==> src/logic/ors_pkg.sv <==
// package: constants and types for the output ramp sequencer
`default_nettype none
package ors_pkg;
   // clock rate
   localparam int unsigned CLK_HZ = 10_000_000;
   // ramp step interval and skip threshold, microseconds
   localparam int unsigned STEP_US = 100;
   localparam int unsigned RAMP_SKIP_US = 250;
   localparam int unsigned RAMP_MAX_US = 1_300_000;
   // deglitch filter time, nanoseconds
   localparam int unsigned UV_FILT_NS = 70_000;
   localparam int unsigned UV_FILT_CYC = (UV_FILT_NS / 100 > 0) ? UV_FILT_NS / 100 : 1;
   // servo period, milliseconds
   localparam int unsigned SERVO_MS = 90;
   localparam int unsigned SERVO_CYC = SERVO_MS * (CLK_HZ / 1000);
   // turn-on max limit tick: one millisecond
   localparam int unsigned TMAX_TICK_CYC = CLK_HZ / 1000;
   // register map (byte offsets)
   localparam logic [11:0] OFS_CTRL = 12'h000;
   localparam logic [11:0] OFS_DELAY = 12'h004;
   localparam logic [11:0] OFS_RISE = 12'h008;
   localparam logic [11:0] OFS_VSET = 12'h00c;
   localparam logic [11:0] OFS_TMAX = 12'h010;
   localparam logic [11:0] OFS_STAT = 12'h014;
   localparam logic [11:0] OFS_TARGET = 12'h018;
   localparam logic [11:0] OFS_DAC = 12'h01c;
   // conversion mode config field positions
   localparam int unsigned MODE_SERVO_BIT = 6;
   // ctrl register layout
   localparam int unsigned CTRL_INIT_DONE_BIT = 0;
   localparam int unsigned CTRL_GPIO_UNF_BIT = 1;
   localparam int unsigned CTRL_RANGE_BIT = 2;
   localparam int unsigned CTRL_MODE_LSB = 8;
   localparam int unsigned CTRL_ACTION_LSB = 16;
   // reset values
   localparam logic [31:0] CTRL_RST = 32'h0000_0000;
   localparam logic [15:0] DELAY_RST = 16'h0000;
   localparam logic [15:0] RISE_RST = 16'h0000;
   localparam logic [15:0] VSET_RST = 16'h0000;
   localparam logic [15:0] TMAX_RST = 16'h0000;
   localparam logic [7:0] ACTION_IGNORE = 8'h00;
   // sequencer states
   typedef enum logic [2:0]
   {
      ORS_OFF = 3'b000,
      ORS_WAIT_RUN = 3'b001,
      ORS_DELAY = 3'b010,
      ORS_RAMP = 3'b011,
      ORS_SETTLE = 3'b100,
      ORS_ON = 3'b101
   } ors_state_e;
endpackage : ors_pkg
`default_nettype wire

==> src/logic/ors_sequencer.sv <==
// output ramp sequencer: run line, delay, soft-start ramp, gpio, servo
`default_nettype none
// Functional notes
// - hold run low until init and input ok
// - shared run line rises for all together
// - wait turn-on delay after run release
// - delay and ramp timing from shared timebase, fastest governs
// - step target from 0V to set point
// - rise under 0.250ms skips the ramp
// - one ramp step every 0.1ms
// - discontinuous mode during the rise ramp
// - gpio releases above undervoltage limit
// - unfiltered uv path gets 70us deglitch
// - servo only while mode bit 6 set
// - servo moves dac one lsb each 90ms
// - zero limit: ramp done, uv ok, no oc
// - leave forced discontinuous when servo eligible
// - ignore action: ramp, expiry, uv ok or no oc
// - other action: ramp, expiry, no uv, no oc
// - rise time limited to 1.3 seconds
// - input below off threshold pulls timebase low
module ors_sequencer
   import ors_pkg::*;
#(
   parameter int unsigned SERVO_CYCLES = SERVO_CYC,
   parameter int unsigned TMAX_TICK_CYCLES = TMAX_TICK_CYC
)
(
   // clock and reset
   input wire logic pclk,
   input wire logic presetn,
   // apb
   input wire logic psel,
   input wire logic penable,
   input wire logic pwrite,
   input wire logic [11:0] paddr,
   input wire logic [31:0] pwdata,
   output logic [31:0] prdata,
   output logic pready,
   output logic pslverr,
   // shared run line (open drain)
   input wire logic run_in,
   output logic run_out,
   output logic run_oe,
   // shared timebase line (open drain)
   input wire logic timebase_in,
   output logic timebase_out,
   output logic timebase_oe,
   // analog comparator inputs and adc reading
   input wire logic input_above_on,
   input wire logic input_below_off,
   input wire logic uv_comp_raw,
   input wire logic uv_filtered,
   input wire logic oc_active,
   input wire logic [15:0] adc_reading,
   // gpio power-good (open drain)
   output logic gpio_out,
   output logic gpio_oe,
   // power stage control
   output logic [15:0] ref_target,
   output logic [15:0] ref_dac,
   output logic force_discontinuous,
   output logic [1:0] conv_mode
);
   ////////////////////////////////////////////////////////////////////////
   logic [31:0] ctrl;
   logic [15:0] delay_ticks;
   logic [15:0] rise_ticks;
   logic [15:0] vset;
   logic [15:0] tmax_ms;
   logic [15:0] target;
   logic [31:0] status;
   logic run_lvl;
   logic tb_lvl;
   logic on_lvl;
   logic off_lvl;
   logic uvr_lvl;
   logic uvf_lvl;
   logic oc_lvl;

   typedef struct packed
   {
      ors_state_e st;
      logic tb_prev;
      logic [15:0] cnt;
      logic [15:0] ramp_len;
      logic [31:0] acc;
      logic [15:0] tgt;
      logic [15:0] dac;
      logic [31:0] svc;
      logic [31:0] tmc;
      logic [15:0] tms;
      logic tmax_done;
      logic [15:0] flt;
      logic uv_clean;
      logic gpio_rel;
      logic run_rel;
      logic tb_pull;
      logic fdcm;
      logic servo_ok;
   } ors_core_s;
   ors_core_s st_r;
   ors_core_s st_nxt;

   ors_apb_regs u_regs
   (
      .pclk(pclk),
      .presetn(presetn),
      .psel(psel),
      .penable(penable),
      .pwrite(pwrite),
      .paddr(paddr),
      .pwdata(pwdata),
      .prdata(prdata),
      .pready(pready),
      .pslverr(pslverr),
      .ctrl(ctrl),
      .delay_ticks(delay_ticks),
      .rise_ticks(rise_ticks),
      .vset(vset),
      .tmax_ms(tmax_ms),
      .target(target),
      .status(status),
      .dac_code(st_r.dac)
   );

   ////////////////////////////////////////////////////////////////////////
   // pins and comparators from outside the clock domain
   logic [6:0] raw_in;
   logic [6:0] clean;
   assign raw_in = {run_in, timebase_in, input_above_on, input_below_off,
                    uv_comp_raw, uv_filtered, oc_active};
   genvar gi;
   generate
      for (gi = 0; gi < 7; gi++)
      begin : g_sync
         ors_sync3 u_sync
         (
            .pclk(pclk),
            .presetn(presetn),
            .pin_in(raw_in[gi]),
            .level_out(clean[gi])
         );
      end
   endgenerate
   assign {run_lvl, tb_lvl, on_lvl, off_lvl, uvr_lvl, uvf_lvl, oc_lvl} = clean;

   ////////////////////////////////////////////////////////////////////////
   logic tick;
   logic uv_ok;
   logic eligible;
   logic [15:0] rise_eff;
   logic [15:0] max_steps;
   localparam logic [15:0] SKIP_STEPS = 16'((RAMP_SKIP_US + STEP_US - 1) / STEP_US);
   localparam logic [15:0] MAX_STEPS = 16'(RAMP_MAX_US / STEP_US);

   always_comb
   begin
      st_nxt = st_r;
      tick = tb_lvl && !st_r.tb_prev;
      st_nxt.tb_prev = tb_lvl;
      max_steps = MAX_STEPS;
      rise_eff = (rise_ticks > max_steps) ? max_steps : rise_ticks;
      // source of gpio release
      // uv inputs high mean output below its limit
      uv_ok = ctrl[CTRL_GPIO_UNF_BIT] ? !st_r.uv_clean : !uvf_lvl;
      // deglitch: raw level must hold 70us
      if (uvr_lvl == st_r.uv_clean)
      begin
         st_nxt.flt = 16'h0000;
      end
      else if (st_r.flt >= 16'(UV_FILT_CYC - 1))
      begin
         st_nxt.flt = 16'h0000;
         st_nxt.uv_clean = uvr_lvl;
      end
      else
      begin
         st_nxt.flt = st_r.flt + 16'h0001;
      end
      // servo start condition per turn-on limit setting
      if (tmax_ms == 16'h0000)
      begin
         eligible = uv_ok && !oc_lvl;
      end
      else if (ctrl[CTRL_ACTION_LSB +: 8] == ACTION_IGNORE)
      begin
         eligible = st_r.tmax_done && (uv_ok || !oc_lvl);
      end
      else
      begin
         eligible = st_r.tmax_done && uv_ok && !oc_lvl;
      end
      // turn-on limit timer runs from run release
      if (st_r.st inside {ORS_DELAY, ORS_RAMP, ORS_SETTLE} && !st_r.tmax_done)
      begin
         if (st_r.tmc >= TMAX_TICK_CYCLES - 1)
         begin
            st_nxt.tmc = '0;
            st_nxt.tms = st_r.tms + 16'h0001;
            if (st_r.tms + 16'h0001 >= tmax_ms)
            begin
               st_nxt.tmax_done = 1'b1;
            end
         end
         else
         begin
            st_nxt.tmc = st_r.tmc + 32'h0000_0001;
         end
      end
      st_nxt.gpio_rel = uv_ok && (st_r.st != ORS_OFF);
      if (off_lvl)
      begin
         st_nxt.st = ORS_OFF;
         st_nxt.tb_pull = 1'b1;
         st_nxt.run_rel = 1'b0;
         st_nxt.tgt = 16'h0000;
         st_nxt.fdcm = 1'b1;
         st_nxt.servo_ok = 1'b0;
         st_nxt.gpio_rel = 1'b0;
      end
      else
      begin
         unique case (st_r.st)
            ORS_OFF:
            begin
               st_nxt.tgt = 16'h0000;
               st_nxt.fdcm = 1'b1;
               st_nxt.tmax_done = 1'b0;
               st_nxt.tms = 16'h0000;
               st_nxt.tmc = '0;
               // release only after init and input ok
               if (ctrl[CTRL_INIT_DONE_BIT] && on_lvl)
               begin
                  st_nxt.tb_pull = 1'b0;
                  st_nxt.run_rel = 1'b1;
                  st_nxt.st = ORS_WAIT_RUN;
               end
            end
            ORS_WAIT_RUN:
            begin
               // wait for every peer to let go
               if (run_lvl)
               begin
                  st_nxt.cnt = 16'h0000;
                  st_nxt.st = ORS_DELAY;
               end
            end
            ORS_DELAY:
            begin
               if (st_r.cnt >= delay_ticks)
               begin
                  st_nxt.cnt = 16'h0000;
                  st_nxt.acc = '0;
                  st_nxt.ramp_len = rise_eff;
                  // short rise applies set point directly
                  if (rise_eff < SKIP_STEPS)
                  begin
                     st_nxt.tgt = vset;
                     st_nxt.st = ORS_SETTLE;
                  end
                  else
                  begin
                     st_nxt.st = ORS_RAMP;
                  end
               end
               else if (tick)
               begin
                  st_nxt.cnt = st_r.cnt + 16'h0001;
               end
            end
            ORS_RAMP:
            begin
               if (tick)
               begin
                  // linear target from zero to set point
                  st_nxt.cnt = st_r.cnt + 16'h0001;
                  st_nxt.acc = st_r.acc + {16'h0000, vset};
                  st_nxt.tgt = 16'((st_r.acc + {16'h0000, vset}) / {16'h0000, st_r.ramp_len});
                  if (st_r.cnt + 16'h0001 >= st_r.ramp_len)
                  begin
                     st_nxt.tgt = vset;
                     st_nxt.st = ORS_SETTLE;
                  end
               end
            end
            ORS_SETTLE:
            begin
               st_nxt.tgt = vset;
               if (eligible)
               begin
                  st_nxt.fdcm = 1'b0;
                  st_nxt.servo_ok = 1'b1;
                  st_nxt.svc = '0;
                  st_nxt.st = ORS_ON;
               end
            end
            ORS_ON:
            begin
               st_nxt.tgt = vset;
            end
            default:
            begin
               st_nxt.st = ORS_OFF;
            end
         endcase
      end
      // servo gated by mode bit 6
      if (st_r.servo_ok && ctrl[CTRL_MODE_LSB + MODE_SERVO_BIT] && st_r.st == ORS_ON)
      begin
         if (st_r.svc >= SERVO_CYCLES - 1)
         begin
            st_nxt.svc = '0;
            if (adc_reading < target && st_r.dac != 16'hffff)
            begin
               st_nxt.dac = st_r.dac + 16'h0001;
            end
            else if (adc_reading > target && st_r.dac != 16'h0000)
            begin
               st_nxt.dac = st_r.dac - 16'h0001;
            end
         end
         else
         begin
            st_nxt.svc = st_r.svc + 32'h0000_0001;
         end
      end
   end

   always_ff @(posedge pclk or negedge presetn)
   begin
      if (!presetn)
      begin
         st_r <= '{st: ORS_OFF, tb_prev: 1'b0, cnt: 16'h0000, ramp_len: 16'h0000,
                   acc: 32'h0000_0000, tgt: 16'h0000, dac: 16'h0000, svc: 32'h0000_0000,
                   tmc: 32'h0000_0000, tms: 16'h0000, tmax_done: 1'b0, flt: 16'h0000,
                   uv_clean: 1'b0, gpio_rel: 1'b0, run_rel: 1'b0, tb_pull: 1'b1,
                   fdcm: 1'b1, servo_ok: 1'b0};
      end
      else
      begin
         st_r <= st_nxt;
      end
   end

   ////////////////////////////////////////////////////////////////////////
   // status: range bit only scales the lsb meaning, logic counts codes
   assign status = {16'h0000, 4'h0, st_r.tmax_done, st_r.servo_ok, st_r.fdcm,
                    st_r.gpio_rel, st_r.run_rel, run_lvl, oc_lvl, uv_ok, 1'b0, st_r.st};
   // open drain: enable pulls low
   assign run_out = 1'b0;
   assign run_oe = !st_r.run_rel;
   assign timebase_out = 1'b0;
   assign timebase_oe = st_r.tb_pull;
   assign gpio_out = 1'b0;
   assign gpio_oe = !st_r.gpio_rel;
   assign ref_target = st_r.tgt;
   assign ref_dac = st_r.dac;
   assign force_discontinuous = st_r.fdcm;
   assign conv_mode = ctrl[CTRL_MODE_LSB +: 2];
endmodule // ors_sequencer
`default_nettype wire

==> src/logic/ors_sync3.sv <==
// three-stage pin synchroniser with agreement filter
`default_nettype none
module ors_sync3
   import ors_pkg::*;
(
   // clock and reset
   input wire logic pclk,
   input wire logic presetn,
   // pin in, clean level out
   input wire logic pin_in,
   output logic level_out
);
   typedef struct packed
   {
      logic s1;
      logic s2;
      logic s3;
      logic lvl;
   } ors_sync_s;
   ors_sync_s st_r;
   ors_sync_s st_nxt;

   always_comb
   begin
      st_nxt = st_r;
      st_nxt.s1 = pin_in;
      st_nxt.s2 = st_r.s1;
      st_nxt.s3 = st_r.s2;
      // change counts only once second and third stage agree
      if (st_r.s2 == st_r.s3)
      begin
         st_nxt.lvl = st_r.s3;
      end
   end

   always_ff @(posedge pclk or negedge presetn)
   begin
      if (!presetn)
      begin
         st_r <= '0;
      end
      else
      begin
         st_r <= st_nxt;
      end
   end

   assign level_out = st_r.lvl;
endmodule // ors_sync3
`default_nettype wire

==> src/logic/ors_apb_regs.sv <==
// apb slave holding the sequencer configuration registers
`default_nettype none
module ors_apb_regs
   import ors_pkg::*;
(
   // apb
   input wire logic pclk,
   input wire logic presetn,
   input wire logic psel,
   input wire logic penable,
   input wire logic pwrite,
   input wire logic [11:0] paddr,
   input wire logic [31:0] pwdata,
   output logic [31:0] prdata,
   output logic pready,
   output logic pslverr,
   // configuration out
   output logic [31:0] ctrl,
   output logic [15:0] delay_ticks,
   output logic [15:0] rise_ticks,
   output logic [15:0] vset,
   output logic [15:0] tmax_ms,
   output logic [15:0] target,
   // status in
   input wire logic [31:0] status,
   input wire logic [15:0] dac_code
);
   typedef struct packed
   {
      logic [31:0] ctrl;
      logic [15:0] dly;
      logic [15:0] rise;
      logic [15:0] vset;
      logic [15:0] tmax;
      logic [15:0] tgt;
      logic [31:0] rdata;
      logic err;
      logic rdy;
   } ors_regs_s;
   ors_regs_s st_r;
   ors_regs_s st_nxt;
   logic hit;

   always_comb
   begin
      st_nxt = st_r;
      hit = 1'b1;
      st_nxt.rdy = 1'b0;
      st_nxt.err = 1'b0;
      // answer one cycle into the access phase
      if (psel && penable && !st_r.rdy)
      begin
         st_nxt.rdy = 1'b1;
         st_nxt.rdata = 32'h0000_0000;
         unique case (paddr)
            OFS_CTRL: st_nxt.rdata = st_r.ctrl;
            OFS_DELAY: st_nxt.rdata = {16'h0000, st_r.dly};
            OFS_RISE: st_nxt.rdata = {16'h0000, st_r.rise};
            OFS_VSET: st_nxt.rdata = {16'h0000, st_r.vset};
            OFS_TMAX: st_nxt.rdata = {16'h0000, st_r.tmax};
            OFS_STAT: st_nxt.rdata = status;
            OFS_TARGET: st_nxt.rdata = {16'h0000, st_r.tgt};
            OFS_DAC: st_nxt.rdata = {16'h0000, dac_code};
            default: hit = 1'b0;
         endcase
         st_nxt.err = !hit;
         if (pwrite && hit)
         begin
            unique case (paddr)
               OFS_CTRL: st_nxt.ctrl = pwdata;
               OFS_DELAY: st_nxt.dly = pwdata[15:0];
               OFS_RISE: st_nxt.rise = pwdata[15:0];
               OFS_VSET: st_nxt.vset = pwdata[15:0];
               OFS_TMAX: st_nxt.tmax = pwdata[15:0];
               OFS_TARGET: st_nxt.tgt = pwdata[15:0];
               default: st_nxt.rdata = st_nxt.rdata;
            endcase
         end
      end
   end

   always_ff @(posedge pclk or negedge presetn)
   begin
      if (!presetn)
      begin
         st_r <= '{ctrl: CTRL_RST, dly: DELAY_RST, rise: RISE_RST, vset: VSET_RST,
                   tmax: TMAX_RST, tgt: 16'h0000, rdata: 32'h0000_0000,
                   err: 1'b0, rdy: 1'b0};
      end
      else
      begin
         st_r <= st_nxt;
      end
   end

   assign prdata = st_r.rdata;
   assign pready = st_r.rdy;
   assign pslverr = st_r.err;
   assign ctrl = st_r.ctrl;
   assign delay_ticks = st_r.dly;
   assign rise_ticks = st_r.rise;
   assign vset = st_r.vset;
   assign tmax_ms = st_r.tmax;
   assign target = st_r.tgt;
endmodule // ors_apb_regs
`default_nettype wire

==> config.mk <==
export PLATFORM = sky130hd
export DESIGN_NAME = ors_sequencer
export DESIGN_NICKNAME = d
export VERILOG_FILES = /design/src/logic/ors_pkg.sv /design/src/logic/ors_sequencer.sv /design/src/logic/ors_sync3.sv /design/src/logic/ors_apb_regs.sv
export SDC_FILE = /design/constraint.sdc
export NUM_CORES = 2
export LEC_CHECK = 0
export BUFFER_PORTS_ARGS = -buffer_cell sky130_fd_sc_hd__buf_2
export CAP_MARGIN = 20
export CORE_UTILIZATION = 31
export CTS_CLUSTER_DIAMETER = 80
export DETAILED_ROUTE_END_ITERATION = 8
export HOLD_SLACK_MARGIN = 0.06
export PLACE_DENSITY = 0.58
export SYNTH_ARGS = -nofsm -noshare
export SYNTH_HDL_FRONTEND = slang
export SYNTH_SLANG_ARGS = --single-unit
==> constraint.sdc <==
create_clock -name pclk -period 177.1 [get_ports pclk]
set_input_delay 0 -clock pclk [delete_from_list [all_inputs] [get_ports pclk]]
set_output_delay 0 -clock pclk [all_outputs]
set_load 0.05 [all_outputs]
* Yosys cells after proc, flatten, opt, wreduce, memory -nomap -nowiden
Index checks and enable logic that the tools add are counted.
Storage, ports and cells: bits in registers 377, input port bits 72
Cells by class: $add $sub $neg 8, order comparisons 10, reduce and logical (&&, ||, !) cells 62, equal/unequal tests 33, div/mod/pow operators 1, bitwise gates (word level) 2, mux-type cells 49
Operator list (count):
- $pmux W32 S8 | 1
- $mux W16 | 11
- $mux W32 | 5
- $mux W49 | 2
- $mux W48 | 2
- $mux W81 | 1
- $add A16 B1 Y16 const B | 4
- $add A32 B1 Y32 const B | 2
- $pmux W16 S4 | 1
- $pmux W32 S2 | 1
- $eq A12 B5 Y1 const B | 4
- $ge A16 B16 Y1 | 3
- $pmux W16 S3 | 1
- $add A32 B16 Y32 | 1
- $div A32 B16 Y32 | 1
- $ge A32 B14 Y1 const B | 1
- $ge A32 B20 Y1 const B | 1
- $reduce_and A3 Y1 | 10
- $eq A12 B4 Y1 const B | 2
- $mux W3 | 8
- $pmux W3 S6 | 1
- $mux W17 | 1
- $ge A16 B10 Y1 const B | 1
- $gt A16 B14 Y1 const B | 1
- other kinds (35) | 99

* Longest topological paths before layout
depth after elaboration 10, depth in mapped cells 500

* Modules after synthesis
A second synthesis with hierarchy kept.
Unflattened totals: cell total of the unflattened synthesis 5226, area total of the unflattened synthesis 43028.8 µm²
Modules (own cells, without submodules):
- ors_sequencer | cells an instance 4727, instances 1, area an instance 35647.9 µm²
- ors_apb_regs | cells an instance 464, instances 1, area an instance 6601.3 µm²
- ors_sync3 | cells an instance 5, instances 7, area an instance 111.4 µm²

* Worst setup path before layout
OpenSTA, ideal clock, no wires.
kind register to register, from reg u_regs.st_r (netlist bit u_regs.vset[4]), to reg st_r (netlist bit ref_target[0]), arrival 94.480 ns, library setup time 0.140 ns, clock period less this slack 94.620 ns, cell stages (with the launch flop) 479, path slack 82.480 ns, path through dfrtp_1 -> ha_1 -> clkbuf_1 -> a21oi_1 -> o21ai_0 -> o211ai_1 -> a21oi_1 -> nand2_1 -> xnor2_1 -> ha_1 -> o21ai_0 -> nor3_4 -> a21oi_1 -> ha_1 -> o21a_1 -> o21a_1 -> and3_1 -> o21a_1 -> [443 not listed] -> nor2b_1 -> o21ai_0 -> nand2b_1 -> a21oi_1 -> nor2b_1 -> o21ai_0 -> nand2b_1 -> a21oi_1 -> nor2b_1 -> o21ai_0 -> nand2b_1 -> a21oi_1 -> nor2b_1 -> o21ai_0 -> and3b_1 -> o221a_2 -> and4b_1 -> a41oi_2
Between the ends: cells in the longest elaborated chain, start to end 6
Ends and longest elaborated chain:
- start, declared | line ors_apb_regs.sv:40 | ors_regs_s st_r;
- start signal, assigned | line ors_apb_regs.sv:86 | st_r <= '{ctrl: CTRL_RST, dly: DELAY_RST, rise: RISE_RST, vset: VSET_RST,
- start signal, assigned | line ors_apb_regs.sv:92 | st_r <= st_nxt;
- $add A32 B16 Y32 | line ors_sequencer.sv:279 | st_nxt.tgt = 16'((st_r.acc + {16'h0000, vset}) / {16'h0000, st_r.ramp_len});
- $div A32 B16 Y32 | line ors_sequencer.sv:279
- $mux W16 | line ors_sequencer.sv:280 | if (st_r.cnt + 16'h0001 >= st_r.ramp_len)
- $mux W48 | line ors_sequencer.sv:274 | if (tick)
- $pmux W16 S4 | line ors_sequencer.sv:224 | unique case (st_r.st)
- $mux W16 | line ors_sequencer.sv:212 | if (off_lvl)
- end signal, assigned | line ors_sequencer.sv:334 | st_r <= '{st: ORS_OFF, tb_prev: 1'b0, cnt: 16'h0000, ramp_len: 16'h0000,
- end signal, assigned | line ors_sequencer.sv:342 | st_r <= st_nxt;
- end, declared | line ors_sequencer.sv:102 | ors_core_s st_r;
No other way between the ends. The select of a mux whose other input is x is not followed. A chain may end at the register's enable or synchronous reset.

* Worst setup path in the final report
Ends and elaborated chain as after synthesis.

==> impl_metrics.csv <==
group,metric,value,unit
worst_setup_path,cp-start-kind,"register",
routing,wl_per_cell,18.8,um
logic_synthesis,synth.distinct_cells,125,
sta,setup_viol,0,
clocking,cts.clk_slew.worst_paths,0.06,ns
finish,final_nets,5873,
routing,drt_iter0_drc,3307,
logic_synthesis,yosys_warnings,0,
finish,final_util,0.347,
min_path,hold_class,"in2reg",
min_path,min_to,"u_regs.ctrl[24]$_DFFE_PN0P_",
finish,num-fill-cells,14000,
clocking,hold_buffers,54,
routing,routed_wl,134,mm
worst_setup_path,cp.required,177.55,ns
worst_setup_path,rrSetupSlack,75.00,ns
routing,vias_per_cell,5.61,
clocking,worstSkewPairLatency,0.61,ns
placement,io_buffers,143,
floorplanning,rows,135,
sta,setup_slack,75.00,ns
clocking,cts_tree,"yes",
worst_setup_path,cp.arrival,102.55,ns
min_path,min_delay_path_depth,3,
floorplanning,coreArea,135000,um2
worst_setup_path,cp-end-kind,"register",
sta,tightest_slew,0.993,ns
clocking,cts_resized,0,
sta,relSlewSlack,0.338,
worst_setup_path,worstReg2RegEnd,"ref_target[0]$_DFFE_PN0P_",
worst_setup_path,crit_path_frequent_cell,"o21a_1",
floorplanning,die_area,138000,um2
routing,post-route-drc-count,0,
sta,rsz0062_at_grt,"no",
routing,drtAntennaViolNets,0,
clocking,clockBufferDepth,3,
run_status,status,"finished, final reports clean",
worst_setup_path,slowest_delay,0.77,ns
sta,slew_violations,0,
logic_synthesis,yosysSeqAreaShare,0.223,
placement,gp_congestion,0.930,
worst_setup_path,slowest_stage,"o21ai_1",
grt,grt_use_total,0.190,
clocking,cts_buffers,43,
worst_setup_path,r2r_cells,448,
clocking,clock_sinks,377,
grt,grt_pass1_wl,212,mm
logic_synthesis,netlist_area,42200,um2
grt,antenna_found_initial,5,
worst_setup_path,rr_startpoint,"u_regs.vset[4]$_DFFE_PN0P_",
grt,first_global_vias,37800,
finish,multi_input_area,31200,um2
job,drv_cap,0,
sta,hold_viol,0,
logic_synthesis,synthFlopType,"dfrtp_1",
worst_setup_path,criticalPathCategory,"reg2reg",
floorplanning,fp.dieW,371,um
logic_synthesis,synth_seq_cells,377,
min_path,hold_start,"pwdata[24]",
floorplanning,die_h,371,um
logic_synthesis,synth_edf_count,0,
logic_synthesis,syn_area_per_cell,8.13,um2
finish,drive_gt1_frac,0.114,
worst_setup_path,crit_fanout,36,
sta,fmax,9.79,MHz
sta,fin_skew,0.0397,ns
finish,ff_latch_area,9440,um2
routing,drtPass1Iterations,7,
sta,period_needed,102.10,ns
routing,routed-via-count,40000,
clocking,htreeDepth,2,
logic_synthesis,synth-async-reset-ratio,1.00,
grt,overflow,0,
sta,tns,0,ns
floorplanning,io_pins,147,
placement,place_ws,75.68,ns
clocking,cts_setup_buffers,0,
finish,syn_to_final_growth,11.0,%
sta,min_period_over_period,0.577,
logic_synthesis,synth_cells,5197,
grt,grt_max_degree,158,
placement,dpl.hpwl,102,mm
clocking,cts_root_buf,"clkbuf_16",
floorplanning,start_util,0.312,
[synthesized netlist by cell type, types with 168 or more instances]
cell type,number,share of area
o31ai_1,175,0.031
inv_1,175,0.016
nor3_1,255,0.030
mux2_2,191,0.051
nand2_1,518,0.046
xnor2_1,168,0.035
nor2_1,410,0.036
ha_1,492,0.15
a21oi_1,275,0.033
o21a_1,223,0.040
o21ai_0,258,0.031
dfrtp_1,375,0.22
[kinds of logic after synthesis]
family                   Yosys count  share of synthesized area
multiplexers                     233                     0.0615
buffers and inverters            390                     0.0393
AO/OA/AOI/OAI                   1564                      0.256
flip-flops                       377                      0.223
adder cells (fa/ha/maj)          503                      0.149
AND/OR/NAND/NOR                 1861                      0.215
other                              1                  0.0000888
XOR/XNOR                         268                     0.0562
[layout by cell type, fill, tap and decap left out, drive strengths merged, types with 56 or more instances in the layout]
cell,n
a211oi,64
a21o,103
a21oi,278
a22oi,73
a31oi,57
and3,78
buf,218
clkbuf,56
dfrtp,375
ha,492
inv,178
mux2,196
nand2,519
nand2b,79
nand3,149
nand4,61
nor2,412
nor2b,59
nor3,261
o21a,223
o21ai,268
o31ai,175
xnor2,169
xor2,99
[flip-flops by register name (all words and copies together), names as in the netlist]
name                     count
st_r                       169
u_regs.ctrl                 32
u_regs.prdata               32
ref_dac                     16
ref_target                  16
u_regs.delay_ticks          16
u_regs.rise_ticks           16
u_regs.target               16
u_regs.tmax_ms              16
u_regs.vset                 16
g_sync.u_sync.st_nxt        14
g_sync.u_sync.level_out      7
g_sync.u_sync.st_r           7
force_discontinuous          1
timebase_oe                  1
u_regs.pready                1
u_regs.pslverr               1
[layer usage]
metal | GRT usage | wire length (um) | share of wire
met2 | 0.302 | 59400 | 0.44
met3 | 0.0193 | 7180 | 0.054
met5 | 0 | 0 | 0
met1 | 0.273 | 64400 | 0.48
met4 | 0.0460 | 3030 | 0.023
[through the flow]
step           instance area (um2)  hold WS [ns]  std cells
5_1_grt                      46900         0.150       7120
3_3_place_gp                 44800        0.0297       6986
3_5_place_dp                 44800        0.0330       6988
4_1_cts                      46900         0.133       7116
6_report                     46900         0.158       7122
2_1_floorplan                42300        -0.296       5205
[area by class of cell]
cell class | instances | area share
Inverter | 176 | 0.0141
Clock inverter | 18 | 0.00582
Sequential cell | 377 | 0.201
Multi-Input combinational cell | 4438 | 0.665
Timing Repair Buffer | 271 | 0.0394
Clock buffer | 56 | 0.0263
Tap cell | 1781 | 0.0475
Antenna cell | 5 | 0.000267
[critical path: cells and delay by family (launching register included)]
kind	cells	cell delay, ns
DFF	1	0.47
xor gates and xnor gates	1	0.24
muxes	9	3.24
AOI/OAI and AO/OA	272	59.75
and+or+nand+nor	110	23.11
buffers and inverters	23	4.41
adders and majority gates	33	10.53
[worst max-delay path by stage]
stage	from	end	slack [ns]	depth (start not counted)
detailed placement	u_regs.vset[4]$_DFFE_PN0P_	ref_target[0]$_DFFE_PN0P_	75.68	449
global placement	u_regs.vset[4]$_DFFE_PN0P_	ref_target[0]$_DFFE_PN0P_	77.39	452
global route	u_regs.vset[4]$_DFFE_PN0P_	ref_target[0]$_DFFE_PN0P_	66.31	452
finish	u_regs.vset[4]$_DFFE_PN0P_	ref_target[0]$_DFFE_PN0P_	75.00	448
CTS	u_regs.vset[4]$_DFFE_PN0P_	ref_target[0]$_DFFE_PN0P_	75.33	450
floorplan	u_regs.vset[4]$_DFFE_PN0P_	ref_target[0]$_DFFE_PN0P_	82.48	478
Power is left out: the tool's default activity adds up to more than one toggle a clock period on the data nets, which glitch-free logic cannot reach.
